## src/bst_pkg.sv

```systemverilog
// Constants, register map and types shared by both ends of the self-test link.
// Assumes one 200 MHz system clock and software on a plain register port.
package bst_pkg;
  // Widths
  localparam int unsigned AW = 32;
  localparam int unsigned DW = 32;
  localparam int unsigned IW = 6;
  localparam int unsigned SW = 8;
  localparam int unsigned CW = 16;
  localparam int unsigned RATIO_W = 3;
  localparam int unsigned EVW = 3;
  localparam int unsigned PIPE_DEPTH = 2;
  // Register byte addresses
  localparam logic [AW-1:0] ADDR_DIV = 32'hFFFF_E108;
  localparam logic [AW-1:0] ADDR_CTRL = 32'hFFFF_E120;
  localparam logic [AW-1:0] ADDR_TOUT = 32'hFFFF_E124;
  localparam logic [AW-1:0] ADDR_STAT = 32'hFFFF_E128;
  localparam logic [AW-1:0] ADDR_INTST = 32'hFFFF_E12C;
  localparam logic [AW-1:0] ADDR_INTMSK = 32'hFFFF_E130;
  localparam logic [AW-1:0] ADDR_EXC = 32'hFFFF_E134;
  // Field positions
  localparam int unsigned CTRL_EN = 0;
  localparam int unsigned CTRL_RESTART = 1;
  localparam int unsigned CTRL_CNT_LSB = 8;
  localparam int unsigned STAT_RUN = 3;
  localparam int unsigned STAT_FAILINT_LSB = 8;
  localparam int unsigned STAT_NEXTINT_LSB = 16;
  localparam int unsigned EV_DONE = 0;
  localparam int unsigned EV_FAIL = 1;
  localparam int unsigned EV_TMO = 2;
  localparam int unsigned EXC_SELFTEST_RST = 5;
  // Reset values
  localparam logic [RATIO_W-1:0] DIV_RESET = 3'h0;
  localparam logic [DW-1:0] TOUT_RESET = 32'h0010_0000;
  localparam logic [DW-1:0] ZERO_WORD = 32'h0000_0000;
  // Timing
  localparam int unsigned CYC_PER_INTERVAL = 1365;
  localparam int unsigned NUM_INTERVALS = 26;
  localparam int unsigned SYS_CLK_MHZ = 200;
  localparam int unsigned MAX_TEST_CLK_MHZ = 45;
  localparam int unsigned MIN_DIVIDE = (SYS_CLK_MHZ + MAX_TEST_CLK_MHZ - 1) / MAX_TEST_CLK_MHZ;
  // Pattern generator of the cores under test, and the controller states
  localparam logic [SW-1:0] LFSR_SEED = 8'hA5;
  localparam logic [SW-1:0] LFSR_TAPS = 8'hB8;
  typedef enum logic [1:0] {
    BST_IDLE = 2'b00,
    BST_RUN = 2'b01,
    BST_FIN = 2'b11
  } bst_state_t;
endpackage : bst_pkg

```

## src/bst_link_if.sv

```systemverilog
// Link between the self-test controller and the lockstep core pair.
// Assumes both ends run on clk_sys with the same synchronous reset.
`timescale 1ns/100ps
interface bst_link_if (
  input wire logic clk_sys,
  input wire logic rst_n
);
  logic isolate;
  logic stTick;
  logic intStart;
  logic [bst_pkg::IW-1:0] intervalNum;
  logic cpuReset;
  logic [bst_pkg::SW-1:0] sigCore0;
  logic [bst_pkg::SW-1:0] sigCore1;
  // Controller end
  modport ctl (
    output isolate,
    output stTick,
    output intStart,
    output intervalNum,
    output cpuReset,
    input sigCore0,
    input sigCore1
  );
  // Core pair end
  modport core (
    input isolate,
    input stTick,
    input intStart,
    input intervalNum,
    input cpuReset,
    output sigCore0,
    output sigCore1
  );
endinterface : bst_link_if

```

## src/bst_self_test_ctl.sv

```systemverilog
// Self-test controller: divided test clock, interval sequencing, compare unit, timeout.
// Assumes software on the plain register port and a core pair on the link.
//
// What this block does
// [RL1] Run split into independent test intervals
// [RL2] Run all intervals or a programmed count
// [RL3] Resume after last interval or restart
// [RL4] Core pair isolated while run is active
// [RL5] Failing interval number kept for software
// [RL6] Programmable timeout watches run duration
// [RL7] Software configures everything before enable
// [RL8] Run ends by resetting the processor
// [RL9] Software keeps test clock at most 45 MHz; the divider accepts ratio fields 0 to 3 too, MIN_DIVIDE unused
// [RL10] Test clock divided from processor clock
// [RL11] Each interval takes fixed test cycles
// [RL12] Pattern engine drives both lockstep cores
// [RL13] Compare unit checks both cores' outputs
// [RL14] Software initialises core registers first
// [RL15] Divide ratio one through eight
// [RL16] Delayed core clock uses same divider
// [RL17] Self-test reset sets exception flag
// [RL18] Compared signals delayed two clock cycles
// [RL19] Timeout flags failure, stops, resets processor
//
// Decided for this implementation: strobed register access.
`timescale 1ns/100ps
module bst_self_test_ctl #(
  parameter int unsigned CycPerInterval = bst_pkg::CYC_PER_INTERVAL,
  parameter int unsigned NumIntervals = bst_pkg::NUM_INTERVALS
) (
  input wire logic clk_sys,
  input wire logic rst_n,
  input wire logic [bst_pkg::AW-1:0] regAddr,
  input wire logic [bst_pkg::DW-1:0] regWrData,
  input wire logic regWr,
  input wire logic regRd,
  output logic [bst_pkg::DW-1:0] regRdData,
  output logic irq,
  bst_link_if.ctl link
);
  localparam logic [bst_pkg::IW-1:0] LAST_INT = bst_pkg::IW'(NumIntervals - 1);
  localparam logic [bst_pkg::IW-1:0] FULL_CNT = bst_pkg::IW'(NumIntervals);
  localparam logic [bst_pkg::CW-1:0] LAST_CYC = bst_pkg::CW'(CycPerInterval - 1);
  localparam logic [1:0] FILL_FULL = 2'(bst_pkg::PIPE_DEPTH);

  bst_pkg::bst_state_t state_ff;
  logic [bst_pkg::RATIO_W-1:0] ratio_ff;
  logic [bst_pkg::IW-1:0] intCount_ff;
  logic restart_ff;
  logic [bst_pkg::DW-1:0] tout_ff;
  logic [bst_pkg::EVW-1:0] intSt_ff;
  logic [bst_pkg::EVW-1:0] intMsk_ff;
  logic excFlag_ff;
  logic [bst_pkg::IW-1:0] failInt_ff;
  logic [bst_pkg::IW-1:0] nextInt_ff;
  logic [bst_pkg::IW-1:0] curInt_ff;
  logic [bst_pkg::IW-1:0] doneCnt_ff;
  logic [bst_pkg::CW-1:0] cycCnt_ff;
  logic [bst_pkg::DW-1:0] toCnt_ff;
  logic [bst_pkg::RATIO_W-1:0] divCnt_ff;
  logic tick_ff;
  logic intStart_ff;
  logic isolate_ff;
  logic cpuReset_ff;
  logic [bst_pkg::SW-1:0] pipe0_ff;
  logic [bst_pkg::SW-1:0] pipe1_ff;
  logic [1:0] fill_ff;
  logic [bst_pkg::DW-1:0] regRdData_ff;
  logic irq_ff;

  logic startReq;
  logic cmpFail;
  logic tmoHit;
  logic intEnd;
  logic runDone;
  logic runEnd;
  logic [bst_pkg::IW-1:0] runLen;
  logic [bst_pkg::IW-1:0] curIntInc;
  logic [bst_pkg::EVW-1:0] evSet;

  // Decode of run start and the run events
  assign startReq = regWr && (regAddr == bst_pkg::ADDR_CTRL) && regWrData[bst_pkg::CTRL_EN]
                    && (state_ff == bst_pkg::BST_IDLE); // RL7
  assign runLen = (intCount_ff == '0) ? FULL_CNT : intCount_ff; // RL2
  assign cmpFail = (state_ff == bst_pkg::BST_RUN) && tick_ff && !intStart_ff && (fill_ff == FILL_FULL)
                   && (pipe1_ff != link.sigCore1); // RL13
  assign tmoHit = (state_ff == bst_pkg::BST_RUN) && (toCnt_ff == '0); // RL19
  assign intEnd = (state_ff == bst_pkg::BST_RUN) && tick_ff && !intStart_ff && (cycCnt_ff == LAST_CYC); // RL11
  assign curIntInc = (curInt_ff == LAST_INT) ? '0 : curInt_ff + 1'b1;
  assign runDone = intEnd && ((doneCnt_ff + 1'b1 == runLen) || (curInt_ff == LAST_INT)); // RL2
  assign evSet[bst_pkg::EV_DONE] = runDone && !cmpFail && !tmoHit;
  assign evSet[bst_pkg::EV_FAIL] = cmpFail;
  assign evSet[bst_pkg::EV_TMO] = tmoHit && !cmpFail;
  assign runEnd = cmpFail || tmoHit || runDone; // RL11

  // Run sequencer
  always_ff @(posedge clk_sys) begin
    if (!rst_n) begin
      state_ff <= bst_pkg::BST_IDLE;
      curInt_ff <= '0;
      nextInt_ff <= '0;
      doneCnt_ff <= '0;
      failInt_ff <= '0;
      toCnt_ff <= bst_pkg::ZERO_WORD;
      intStart_ff <= 1'b0;
    end else begin
      intStart_ff <= 1'b0;
      case (state_ff)
        bst_pkg::BST_IDLE: begin
          if (startReq) begin
            state_ff <= bst_pkg::BST_RUN;
            curInt_ff <= regWrData[bst_pkg::CTRL_RESTART] ? '0 : nextInt_ff; // RL3
            doneCnt_ff <= '0;
            toCnt_ff <= tout_ff; // RL6
            intStart_ff <= 1'b1; // RL1
          end
        end
        bst_pkg::BST_RUN: begin
          toCnt_ff <= toCnt_ff - 1'b1; // RL6
          if (cmpFail) begin
            failInt_ff <= curInt_ff; // RL5
            state_ff <= bst_pkg::BST_FIN;
          end else if (tmoHit) begin
            state_ff <= bst_pkg::BST_FIN; // RL19
          end else if (intEnd) begin
            nextInt_ff <= curIntInc; // RL3
            doneCnt_ff <= doneCnt_ff + 1'b1;
            if (runDone) begin
              state_ff <= bst_pkg::BST_FIN;
            end else begin
              curInt_ff <= curIntInc;
              intStart_ff <= 1'b1; // RL1
            end
          end
        end
        bst_pkg::BST_FIN: begin
          state_ff <= bst_pkg::BST_IDLE;
        end
        default: begin
          state_ff <= bst_pkg::BST_IDLE;
        end
      endcase
    end
  end

  // Isolation from run start through the run, and processor reset at the end of a run
  always_ff @(posedge clk_sys) begin
    if (!rst_n) begin
      isolate_ff <= 1'b0;
      cpuReset_ff <= 1'b0;
    end else begin
      isolate_ff <= startReq || (state_ff == bst_pkg::BST_RUN); // RL4
      cpuReset_ff <= (state_ff == bst_pkg::BST_FIN); // RL8
    end
  end

  // Test clock divider, ratio field plus one
  always_ff @(posedge clk_sys) begin
    if (!rst_n || state_ff != bst_pkg::BST_RUN) begin
      divCnt_ff <= '0;
      tick_ff <= 1'b0;
    end else begin
      divCnt_ff <= (divCnt_ff == ratio_ff) ? '0 : divCnt_ff + 1'b1; // RL15
      tick_ff <= (divCnt_ff == ratio_ff) && !runEnd; // RL10 RL16
    end
  end

  // Test cycle counter within an interval
  always_ff @(posedge clk_sys) begin
    if (!rst_n || intStart_ff) begin
      cycCnt_ff <= '0;
    end else if (tick_ff && state_ff == bst_pkg::BST_RUN) begin
      cycCnt_ff <= (cycCnt_ff == LAST_CYC) ? '0 : cycCnt_ff + 1'b1; // RL11
    end
  end

  // Compare pipe: core 0 delayed to meet the later core 1
  always_ff @(posedge clk_sys) begin
    if (!rst_n || intStart_ff) begin
      pipe0_ff <= '0;
      pipe1_ff <= '0;
      fill_ff <= '0;
    end else if (tick_ff) begin
      pipe0_ff <= link.sigCore0; // RL18
      pipe1_ff <= pipe0_ff; // RL18
      fill_ff <= (fill_ff == FILL_FULL) ? fill_ff : fill_ff + 1'b1;
    end
  end

  // Software-written configuration
  always_ff @(posedge clk_sys) begin
    if (!rst_n) begin
      ratio_ff <= bst_pkg::DIV_RESET;
      intCount_ff <= '0;
      restart_ff <= 1'b0;
      tout_ff <= bst_pkg::TOUT_RESET;
      intMsk_ff <= '0;
    end else if (regWr && state_ff == bst_pkg::BST_IDLE) begin
      case (regAddr)
        bst_pkg::ADDR_DIV: ratio_ff <= regWrData[bst_pkg::RATIO_W-1:0]; // RL10
        bst_pkg::ADDR_CTRL: begin
          intCount_ff <= regWrData[bst_pkg::CTRL_CNT_LSB +: bst_pkg::IW]; // RL2
          restart_ff <= regWrData[bst_pkg::CTRL_RESTART]; // RL3
        end
        bst_pkg::ADDR_TOUT: tout_ff <= regWrData; // RL6
        bst_pkg::ADDR_INTMSK: intMsk_ff <= regWrData[bst_pkg::EVW-1:0];
        default: ;
      endcase
    end
  end

  // Sticky event and exception flags, set wins over clear
  always_ff @(posedge clk_sys) begin
    if (!rst_n) begin
      intSt_ff <= '0;
      excFlag_ff <= 1'b0;
      irq_ff <= 1'b0;
    end else begin
      intSt_ff <= evSet | (intSt_ff & ~((regWr && regAddr == bst_pkg::ADDR_INTST)
                  ? regWrData[bst_pkg::EVW-1:0] : '0));
      if (state_ff == bst_pkg::BST_FIN) begin
        excFlag_ff <= 1'b1; // RL17
      end else if (regWr && regAddr == bst_pkg::ADDR_EXC && regWrData[bst_pkg::EXC_SELFTEST_RST]) begin
        excFlag_ff <= 1'b0;
      end
      irq_ff <= |(intSt_ff & intMsk_ff);
    end
  end

  // Read data, one cycle after the strobe
  always_ff @(posedge clk_sys) begin
    if (!rst_n || !regRd) begin
      regRdData_ff <= bst_pkg::ZERO_WORD;
    end else begin
      regRdData_ff <= bst_pkg::ZERO_WORD;
      case (regAddr)
        bst_pkg::ADDR_DIV: regRdData_ff[bst_pkg::RATIO_W-1:0] <= ratio_ff;
        bst_pkg::ADDR_CTRL: begin
          regRdData_ff[bst_pkg::CTRL_EN] <= (state_ff != bst_pkg::BST_IDLE);
          regRdData_ff[bst_pkg::CTRL_RESTART] <= restart_ff;
          regRdData_ff[bst_pkg::CTRL_CNT_LSB +: bst_pkg::IW] <= intCount_ff;
        end
        bst_pkg::ADDR_TOUT: regRdData_ff <= tout_ff;
        bst_pkg::ADDR_STAT: begin
          regRdData_ff[bst_pkg::EVW-1:0] <= intSt_ff; // RL8
          regRdData_ff[bst_pkg::STAT_RUN] <= (state_ff != bst_pkg::BST_IDLE);
          regRdData_ff[bst_pkg::STAT_FAILINT_LSB +: bst_pkg::IW] <= failInt_ff; // RL5
          regRdData_ff[bst_pkg::STAT_NEXTINT_LSB +: bst_pkg::IW] <= nextInt_ff;
        end
        bst_pkg::ADDR_INTST: regRdData_ff[bst_pkg::EVW-1:0] <= intSt_ff;
        bst_pkg::ADDR_INTMSK: regRdData_ff[bst_pkg::EVW-1:0] <= intMsk_ff;
        bst_pkg::ADDR_EXC: regRdData_ff[bst_pkg::EXC_SELFTEST_RST] <= excFlag_ff;
        default: ;
      endcase
    end
  end

  // Outputs
  assign regRdData = regRdData_ff;
  assign irq = irq_ff;
  assign link.isolate = isolate_ff;
  assign link.stTick = tick_ff;
  assign link.intStart = intStart_ff;
  assign link.intervalNum = curInt_ff;
  assign link.cpuReset = cpuReset_ff;
endmodule : bst_self_test_ctl

```

## src/flat_wrapper.sv

```systemverilog
// flat-port wrapper written by rule: the top's interface ports become plain ports
module bst_self_test_ctl_flat 
#(
  parameter int unsigned CycPerInterval = bst_pkg::CYC_PER_INTERVAL,
  parameter int unsigned NumIntervals = bst_pkg::NUM_INTERVALS
)
  (clk_sys, rst_n, regAddr, regWrData, regWr, regRd, regRdData, irq, link_isolate, link_stTick, link_intStart, link_intervalNum, link_cpuReset, link_sigCore0, link_sigCore1);
  bst_link_if link_i (.clk_sys(clk_sys), .rst_n(rst_n));
  input wire logic clk_sys;
  input wire logic rst_n;
  input wire logic [bst_pkg::AW-1:0] regAddr;
  input wire logic [bst_pkg::DW-1:0] regWrData;
  input wire logic regWr;
  input wire logic regRd;
  output logic [bst_pkg::DW-1:0] regRdData;
  output logic irq;
  output wire logic [$bits(link_i.isolate)-1:0] link_isolate;
  output wire logic [$bits(link_i.stTick)-1:0] link_stTick;
  output wire logic [$bits(link_i.intStart)-1:0] link_intStart;
  output wire logic [$bits(link_i.intervalNum)-1:0] link_intervalNum;
  output wire logic [$bits(link_i.cpuReset)-1:0] link_cpuReset;
  input wire logic [$bits(link_i.sigCore0)-1:0] link_sigCore0;
  input wire logic [$bits(link_i.sigCore1)-1:0] link_sigCore1;
  assign link_isolate = link_i.isolate;
  assign link_stTick = link_i.stTick;
  assign link_intStart = link_i.intStart;
  assign link_intervalNum = link_i.intervalNum;
  assign link_cpuReset = link_i.cpuReset;
  assign link_i.sigCore0 = link_sigCore0;
  assign link_i.sigCore1 = link_sigCore1;
  bst_self_test_ctl #(.CycPerInterval(CycPerInterval), .NumIntervals(NumIntervals)) u_core (.clk_sys(clk_sys), .rst_n(rst_n), .regAddr(regAddr), .regWrData(regWrData), .regWr(regWr), .regRd(regRd), .regRdData(regRdData), .irq(irq), .link(link_i));
endmodule
```

## config.mk

```make
export PLATFORM = sky130hd
export DESIGN_NAME = bst_self_test_ctl_flat
export DESIGN_NICKNAME = d
export VERILOG_FILES = /design/src/bst_pkg.sv /design/src/bst_link_if.sv /design/src/bst_self_test_ctl.sv /design/src/flat_wrapper.sv
export SDC_FILE = /design/constraint.sdc
export NUM_CORES = 1
export LEC_CHECK = 0
export BUFFER_PORTS_ARGS = -buffer_cell sky130_fd_sc_hd__buf_2
export CAP_MARGIN = 15
export CELL_PAD_IN_SITES_DETAIL_PLACEMENT = 1
export CELL_PAD_IN_SITES_GLOBAL_PLACEMENT = 1
export CORE_ASPECT_RATIO = 1.25
export CORE_MARGIN = 1
export CORE_UTILIZATION = 47
export CTS_BUF_LIST = sky130_fd_sc_hd__clkbuf_4 sky130_fd_sc_hd__clkbuf_8
export CTS_CLUSTER_DIAMETER = 80
export DETAILED_ROUTE_END_ITERATION = 8
export PLACE_DENSITY_LB_ADDON = 0.08
export SYNTH_ARGS = -nofsm -noshare
export SYNTH_HDL_FRONTEND = slang
export SYNTH_SLANG_ARGS = --single-unit
```

## constraint.sdc

```tcl
create_clock -name clk_sys -period 3.6 [get_ports clk_sys]
set_input_delay 0.54 -clock clk_sys [delete_from_list [all_inputs] [get_ports clk_sys]]
set_output_delay 0.54 -clock clk_sys [all_outputs]
set_load 0.03 [all_outputs]
```

After elaboration in Yosys (flattened, before gate mapping)
Cells that the tools add are included.
{"block": "op_classes", "addsub": 6, "eq_ne": 23, "n_mux": 38, "reduce_logical": 52, "bitwise": 8}
{"operator": "$eq 32x32->1 const B", "n": 7}
{"operator": "$mux 6", "n": 12}
{"operator": "$pmux 32 s2", "n": 1}
{"operator": "$pmux 6 s2", "n": 3}
{"operator": "$logic_not 32->1", "n": 1}
{"operator": "$mux 32", "n": 1}
{"operator": "$sub 32x1->32 const B", "n": 1}
{"operator": "$logic_and 1x1->1", "n": 18}
{"operator": "$pmux 6 s3", "n": 1}
{"operator": "$add 16x1->16 const B", "n": 1}
{"operator": "$eq 16x11->1 const B", "n": 1}
{"operator": "$mux 16", "n": 1}
{"operator": "$reduce_and 2->1", "n": 7}
{"operator": "$add 6x1->6 const B", "n": 2}
{"operator": "$mux 2", "n": 5}
{"operator": "$pmux 2 s5", "n": 1}
{"operator": "$ne 4x1->1 const B", "n": 2}
{"operator": "$ne 8x8->1", "n": 1}
{"operator": "$logic_or 1x1->1", "n": 7}
{"operator": "$mux 1", "n": 7}
{"operator": "$and 3x3->3", "n": 2}
{"operator": "$eq 6x5->1 const B", "n": 1}
{"operator": "$eq 6x6->1", "n": 1}
{"operator": "$logic_not 1->1", "n": 6}
{"operator": "23 further kinds", "n": 37}
{"block": "word_totals", "out_inout_bits": 43, "inputBits": 84, "regBits": 181, "wordCells": 152}

Depth between registers and ports, before layout
Gate-level depths: netlist (run 1).
{"block": "logic_depth", "word_depth": 10, "mapped_depth": 9, "ltp_nobuf": 8}

Least setup slack after synthesis (run 1)
OpenSTA, ideal clock, no wires.
{"block": "synth_timing", "path_type": "input -> register", "startpoint": "input regAddr[11] in the netlist's numbering", "endpoint": "register u_core.tout_ff[28] in the netlist's numbering", "required_ps": 3468, "path_buffers": 3, "path_slack_ps": 1033, "cell_stages": 8, "setup_time_ps": 132, "arrival_ps": 2435, "cell_sequence": "or4b_1 -> buf_2 -> or3_1 -> or3_1 -> clkbuf_1 -> clkbuf_1 -> nand2_1 -> a21oi_1"}
{"block": "synth_via", "elab_chain_cells": 2}
{"element": "start, declared", "line": "flat_wrapper.sv:11", "rtl": "input wire logic [bst_pkg::AW-1:0] regAddr;"}
{"element": "$eq 32x32->1", "line": "bst_self_test_ctl.sv:199", "rtl": "case (regAddr)"}
{"element": "$reduce_and 2->1 (no line)"}
{"element": "end signal, assigned", "line": "bst_self_test_ctl.sv:196", "rtl": "tout_ff <= bst_pkg::TOUT_RESET;"}
{"element": "end signal, assigned", "line": "bst_self_test_ctl.sv:205", "rtl": "bst_pkg::ADDR_TOUT: tout_ff <= regWrData;"}
{"element": "end, declared", "line": "bst_self_test_ctl.sv:50", "rtl": "logic [bst_pkg::DW-1:0] tout_ff;"}
No other way between the ends.
A chain may end at the register's enable or synchronous reset.

Final worst setup path (run 1)
{"block": "layout_timing", "startpoint": "register u_core.toCnt_ff[9] in the netlist's numbering", "endpoint": "register u_core.curInt_ff (netlist bit u_core.link.intervalNum[5])"}
{"block": "layout_via", "elab_chain_cells": 4}
{"element": "start, declared", "line": "bst_self_test_ctl.sv:59", "rtl": "logic [bst_pkg::DW-1:0] toCnt_ff;"}
{"element": "start signal, assigned", "line": "bst_self_test_ctl.sv:104", "rtl": "toCnt_ff <= bst_pkg::ZERO_WORD;"}
{"element": "start signal, assigned", "line": "bst_self_test_ctl.sv:114", "rtl": "toCnt_ff <= tout_ff;"}
{"element": "start signal, assigned", "line": "bst_self_test_ctl.sv:119", "rtl": "toCnt_ff <= toCnt_ff - 1'b1;"}
{"element": "$logic_not 32->1", "line": "bst_self_test_ctl.sv:87", "rtl": "assign tmoHit = (state_ff == bst_pkg::BST_RUN) && (toCnt_ff == '0);"}
{"element": "$logic_and 1x1->1", "line": "bst_self_test_ctl.sv:87"}
{"element": "$ne 2x2->1 (no line)"}
{"element": "$reduce_and 6->1 (no line)"}
{"element": "end signal, assigned", "line": "bst_self_test_ctl.sv:112", "rtl": "curInt_ff <= regWrData[bst_pkg::CTRL_RESTART] ? '0 : nextInt_ff;"}
{"element": "end signal, assigned", "line": "bst_self_test_ctl.sv:131", "rtl": "curInt_ff <= curIntInc;"}
{"element": "end, declared", "line": "bst_self_test_ctl.sv:56", "rtl": "logic [bst_pkg::IW-1:0] curInt_ff;"}
No other way between the ends.

==> summary.md, run 1 <==
| Metric | Value |
|---|---|
| Yosys top cell by area | dfxtp_1 |
| Leakage | 3.64 nW |
| IO Count | 127 |
| Clock sinks | 181 |
| Maxcap violations | 0 |
| First-pass GRT wire length | 40800 um |
| Hold-fix buffers, CTS | 0 |
| Switching Share | 24.2% |
| Layout cells sized above 1 | 19.2% |
| Die Y | 150 um |
| Area growth, synth to finish | 16.1% |
| Die X | 121 um |
| Worst hold slack | 0.289 ns |
| Syn Inst Count | 984 |
| Mapped Area | 8280 um2 |
| Dominant synthesized flop cell | dfxtp_1 |
| Root buffer cell | clkbuf_8 |
| Crit-path cells | or4_1 -> nor4b_4 -> nand4_4 -> o211ai_4 -> a211o_1 -> mux2i_1 |
| H-tree depth | 4 |
| Placed Instances | 1303 |
| Synthesized area per cell | 8.42 um2 |
| Syn nets | 1077 |
| Slew headroom | 44.4% |
| Post-DP HPWL | 18700 um |
| Seq pwr share | 57.9% |
| Clock power frac | 38.8% |
| Worst hold stages | 3 |
| Via density | 5.86 |
| Post-synth top area share | 43.7% |
| Slew Viols, Final | 0 |
| Crit path depth | 6 |
| Clock latency on the worst-skew pair | 0.47 ns |
| CP Capture Type | register |
| Nets@finish | 1197 |
| Family with the most delay on the worst path | simple AND/OR/NAND/NOR gates |
| Layout Cells excl Fill | 1337 |
| WP buf/inv | 0 |
| Max clock buf depth | 2 |
| Post-layout min period | 2.84 ns |
| Initial drt markers | 360 |
| Data required, critical path | 4.00 ns |
| DR vias | 7831 |
| Row cnt | 53 |
| DR pass1 iterations | 4 |
| PostCTS Resize Cnt | 0 |
| CTS tree | done |
| Psw | 0.000835 W |
| Final setup fails | 0 |
| Power Density | 359 nW/um2 |
| Drt wl/cell | 19.2 um |
| Max Clock Skew | 0.0140 ns |
| IO Port Bufs | 126 |
| Synthesis Warnings | 0 |
| Combinational Power Share | 3.3% |
| Critical Path Start Type | register |
| Register bit total from synthesis | 181 |
| EDFF count, synth | 0 |
| Postcts setup bufs | 0 |
| Slew @ Worst Pin | 0.827 ns |
| Class of the worst hold path | input pin to register |
| DRC viols | 0 |
| Hold violation total from the final report | 0 |
| Worst path slowest cell | or4_1 |
| Final ANT Viol Nets | 0 |
| Initial core utilization | 48.6% |
| Worst-path clk slew | 0.10 ns |
| Post-synthesis sequential area ratio | 43.7% |
| Crit-path max cell delay | 0.70 ns |
| Synth area leaders | dfxtp_1 44%, a21oi_1 5.4%, nand2_1 5.3% |
| Total CTS buffers | 17 |
| Total track usage | 29.0% |
| Initial antenna violation count | 0 |
| Worst Reg-to-Reg Cells | 6 |
| Die ar. | 18200 um2 |
| Worst path arrival time | 3.24 ns |
| Fraction of registers with async set/reset | 0% |
| CP Max Fanout | 10 |
| Vias in the first global route | 7963 |
| Critical path type | register to register |
| Fin Setup TNS | 0 ns |
| Maximum vdd drop | 0.221 mV |
| Internal | 0.00262 W |
| Pwr Total | 0.00345 W |
| Final estimated routing congestion in global placement | 0.864 |
| Status | finished, final reports clean |
| Remaining global-route overflow | 0 |
| Most common cell after layout, fill and taps aside | dfxtp_1 |
| Largest net degree at the start of global routing | 41 |
| Distinct cells, synth | 75 |
| Post-route clock period utilization | 79.0% |
| Routed wire length | 25700 um |
| Core area | 17000 um2 |
| RSZ-0062 raised after global routing | no |
| Most frequent cells in the layout | 181 x dfxtp_1, 126 x buf_2, 116 x nor2_1, 116 x nand2_1, 90 x a21oi_1 |
| Max frequency | 352 MHz |
layer usage:
layer | vias to the layer above | global-route usage (%) | wire (um)
met3 | 35 | 5.11 | 1100
met2 | 178 | 52.6 | 13200
met1 | 3878 | 34.4 | 11000
met5 | - | 0 | 0
met4 | 0 | 9.63 | 486
li1 | 3740 | - | -
Yosys cell counts (3+ instances only):
cell type,n
a21oi_1,90
clkbuf_1,39
o21ai_0,38
nor3_1,32
a31oi_1,10
and3_1,8
inv_1,21
a22o_1,7
nor4_1,15
buf_2,8
nor4b_1,5
nor3b_1,3
a22oi_1,12
nor2_1,116
nor4_2,3
mux2i_1,40
nand2_1,116
o22ai_1,3
and2_1,15
or4_1,6
xor2_1,11
nand2b_1,4
nor2b_1,6
xnor2_1,29
ha_1,9
o221ai_1,3
a32oi_1,3
nand3_1,37
and4b_1,3
buf_1,5
o21a_1,3
or3_1,15
dfxtp_1,181
nand4_1,20
nor3_2,3
a211oi_1,5
nand4b_1,3
o211ai_1,4
a221oi_1,5
a211o_1,3
nand3b_1,4
sequential cells by signal, summed over array words and instances (netlist names), 3 cells and up:
name and flops:
u_core.intSt_ff 3, u_core.failInt_ff 6, u_core.divCnt_ff 3, u_core.link.intervalNum 6, u_core.regRdData 32, u_core.pipe1_ff 8
u_core.intMsk_ff 3, u_core.tout_ff 32, u_core.nextInt_ff 6, u_core.ratio_ff 3, u_core.doneCnt_ff 6, u_core.toCnt_ff 32
u_core.intCount_ff 6, u_core.pipe0_ff 8, u_core.cycCnt_ff 16
worst reg2reg max path, stage by stage (launching register included):
cell      delay [ns]
dfxtp_1         0.37
or4_1           0.70
nor4b_4         0.57
nand4_4         0.33
o211ai_4        0.23
a211o_1         0.34
mux2i_1         0.23
final timing paths:
| path | startpoint | endpoint | slack (ns) |
|---|---|---|---|
| setup / recovery | u_core.toCnt_ff[9] | u_core.link.intervalNum[5] | 0.76 |
| hold / removal | regWrData[20] | u_core.tout_ff[20] | 0.29 |
| hold reg to reg | u_core.tout_ff[22] | u_core.tout_ff[22] | 0.47 |
| setup reg to reg | u_core.toCnt_ff[9] | u_core.link.intervalNum[5] | 0.76 |
per-stage QoR:
step	area [um2]	setup slack [ns]	utilization (%)
after floorplan	8280	1.03	-
after global placement	9220	0.671	54.1
after detailed placement	9220	0.605	54.1
after CTS	9590	0.763	56.3
after global routing	9610	0.589	56.4
final	9620	0.757	56.4
area by class of cell:
| type | count | area, um2 |
|---|---|---|
| diodes | 1 | 2.50 |
| clock buffers | 18 | 248 |
| clock inverters | 13 | 125 |
| fillers | 2151 | 7430 |
| inverters | 21 | 78.8 |
| multi-input cells | 727 | 4380 |
| flip-flops and latches | 181 | 3620 |
| well taps | 220 | 275 |
| repair buffers | 156 | 887 |
power groups by stage:
| stage | Combinational, W | Clock [W] | Sequential [W] |
|---|---|---|---|
| after floorplan | 0.0000414 | 0 | 0.00205 |
| after CTS | 0.000113 | 0.00136 | 0.00200 |
| after detailed placement | 0.000112 | 0 | 0.00205 |
| after global placement | 0.000112 | 0 | 0.00205 |
| final | 0.000113 | 0.00134 | 0.00200 |
| after global routing | 0.000123 | 0.00144 | 0.00200 |
logic make-up after synthesis:
logic type / after synthesis / share of synthesized area (%)
compound gates: 208 / 15.6
fa+ha+maj: 9 / 1.36
mux: 41 / 4.97
flops: 181 / 43.7
simple gates: 428 / 26.1
buf+inv: 76 / 3.72
xor+xnor: 41 / 4.52
No activity file was read; power rests on OpenSTA's default activity.
==> inputs of run 2 (changes only) <==
CORE_UTILIZATION = 40   (was 47)
clock period = 2.3 ns   (was 3.6 ns; I/O delays follow)
==> run 2 against run 1 <==
Count of clock-buffer cells in the layout unchanged. Wire length rose by 4.6%. Power is 58% higher. Sequential power up 56%. Clock skew up 0.0010 ns. Final cell count increased by 11%. Die area is 17% higher. Sequential cell count unchanged. Clock power increased by 58%. Global-route usage shrank 2.9 points. Non-clock buffer count is 102 higher. Largest power group unchanged.
==> summary.md, run 2 (synthesis gave the netlist of run 1 again) <==
| Metric | Value |
|---|---|
| CP Capture Type | register |
| Total CTS buffers | 17 |
| Critical Path Start Type | register |
| Initial drt markers | 406 |
| Slew headroom | 65.0% |
| Worst path slowest cell | or4_4 |
| Layout cells sized above 1 | 27.5% |
| Post-layout min period | 2.27 ns |
| Die Y | 163 um |
| Core area | 20200 um2 |
| Final setup fails | 0 |
| Final ANT Viol Nets | 0 |
| Family with the most delay on the worst path | simple AND/OR/NAND/NOR gates |
| Post-route clock period utilization | 98.8% |
| Row cnt | 58 |
| Post-DP HPWL | 20300 um |
| IO Port Bufs | 126 |
| Initial antenna violation count | 0 |
| Filler cells | 2484 |
| Max frequency | 440 MHz |
| Hold violation total from the final report | 0 |
| Die X | 131 um |
| Die ar. | 21300 um2 |
| Worst-path clk slew | 0.11 ns |
| Max Clock Skew | 0.0151 ns |
| Fin util | 52.5% |
| RSZ-0062 raised after global routing | yes |
| Fin Setup TNS | 0 ns |
| Routed wire length | 26900 um |
| Clock latency on the worst-skew pair | 0.47 ns |
| Slew Viols, Final | 0 |
| Maxcap violations | 0 |
| Data required, critical path | 2.67 ns |
| Placed Instances | 1451 |
| Most common cell after layout, fill and taps aside | dfxtp_1 |
| Class of the worst hold path | input pin to register |
| DR pass1 iterations | 5 |
| WP buf/inv | 2 |
| Power Density | 513 nW/um2 |
| H-tree depth | 4 |
| Hold-fix buffers, CTS | 0 |
| Root buffer cell | clkbuf_8 |
| Initial core utilization | 40.9% |
| Total track usage | 26.2% |
| Remaining global-route overflow | 0 |
| Max clock buf depth | 2 |
| Vias in the first global route | 8125 |
| Final estimated routing congestion in global placement | 0.846 |
| IO Count | 127 |
| CTS tree | done |
| Worst hold slack | 0.0876 ns |
| Worst path arrival time | 2.64 ns |
| Drt wl/cell | 18.1 um |
| Nets@finish | 1299 |
| Clock sinks | 181 |
| Ant. Diodes | 0 |
| Crit-path max cell delay | 0.57 ns |
| Maximum vdd drop | 0.380 mV |
| CP Max Fanout | 7 |
| Area growth, synth to finish | 28.3% |
| Status | finished, final reports clean |
| Critical path type | register to register |
| Largest net degree at the start of global routing | 42 |
| DR vias | 8085 |
| Slew @ Worst Pin | 0.521 ns |
| DRC viols | 0 |
| Leakage | 4.22 nW |
| Most frequent cells in the layout | 178 x dfxtp_1, 126 x buf_2, 121 x buf_4 |
| Pwr Total | 0.00545 W |
| Crit-path cells | or4_4 -> nor4b_4 -> buf_4 -> nand4_4 -> o211ai_4 -> buf_6 -> a211o_1 -> nor3_2 |
| First-pass GRT wire length | 42800 um |
| Layout Cells excl Fill | 1489 |
| Via density | 5.43 |
## run 2: cell count changes in the layout (fill, tap and decap cells not counted), sizes merged
cell	change
buf	+103
clkinvlp	-2
diode	-1
inv	+4
clkbuf	-1
bufinv	-1
## run 2: stage by stage
| stage | worst slack, ns | area (um2) |
|---|---|---|
| floorplan | -0.0190 | 8340 |
| global placement | -0.171 | 10100 |
| detailed placement | -0.209 | 10100 |
| CTS | -0.00953 | 10500 |
| global route | -0.0457 | 10600 |
| finish | 0.0266 | 10600 |
## run 2: where the power goes
group	total (W)	switching [W]	internal, W
registers	0.00313	0.000000000000343	0.00313
clock network	0.00212	0.00129	0.000830
logic	0.000198	0.000111	0.0000874
total	0.00545	0.00141	0.00405
## run 2: metal layers
| metal | up-vias | global-route usage, % | part of all wire (%) |
|---|---|---|---|
| li1 | 3958 | - | - |
| met1 | 3939 | 33.0 | 45 |
| met2 | 153 | 45.3 | 50 |
| met3 | 35 | 3.78 | 2.7 |
| met4 | 0 | 8.46 | 2.1 |
| met5 | - | 0 | 0 |
## run 2: final timing paths
kind                                         start                    to  slack (ns)  cells past startpoint
worst min-delay path                 regWrData[20]    u_core.tout_ff[20]        0.09                      3
worst min register to register  u_core.tout_ff[22]    u_core.tout_ff[22]        0.46                      2
worst max register to register  u_core.toCnt_ff[9]  u_core.link.intStart        0.03                      8
worst max-delay path            u_core.toCnt_ff[9]  u_core.link.intStart        0.03                      8
## run 2: cell type report
cell class	instances	area, um2	area share (%)
clock buffers	18	248	2.33
multi-input cells	727	4490	42.2
clock inverters	14	136	1.28
inverters	21	78.8	0.742
flip-flops and latches	181	3630	34.1
well taps	270	338	3.18
repair buffers	258	1720	16.1
## run 2: worst min-delay path: stages
cell	delay, ns
buf_2	0.08
nand2_1	0.05
nand3_1	0.07
## run 2: timing repair
item | CTS | global route
pin swaps | 2 | 13
buffers inserted | 1 | 5
cloned | 0 | 0
gates resized for setup | 7 | 23
endpoints found under the setup margin | 24 | 31
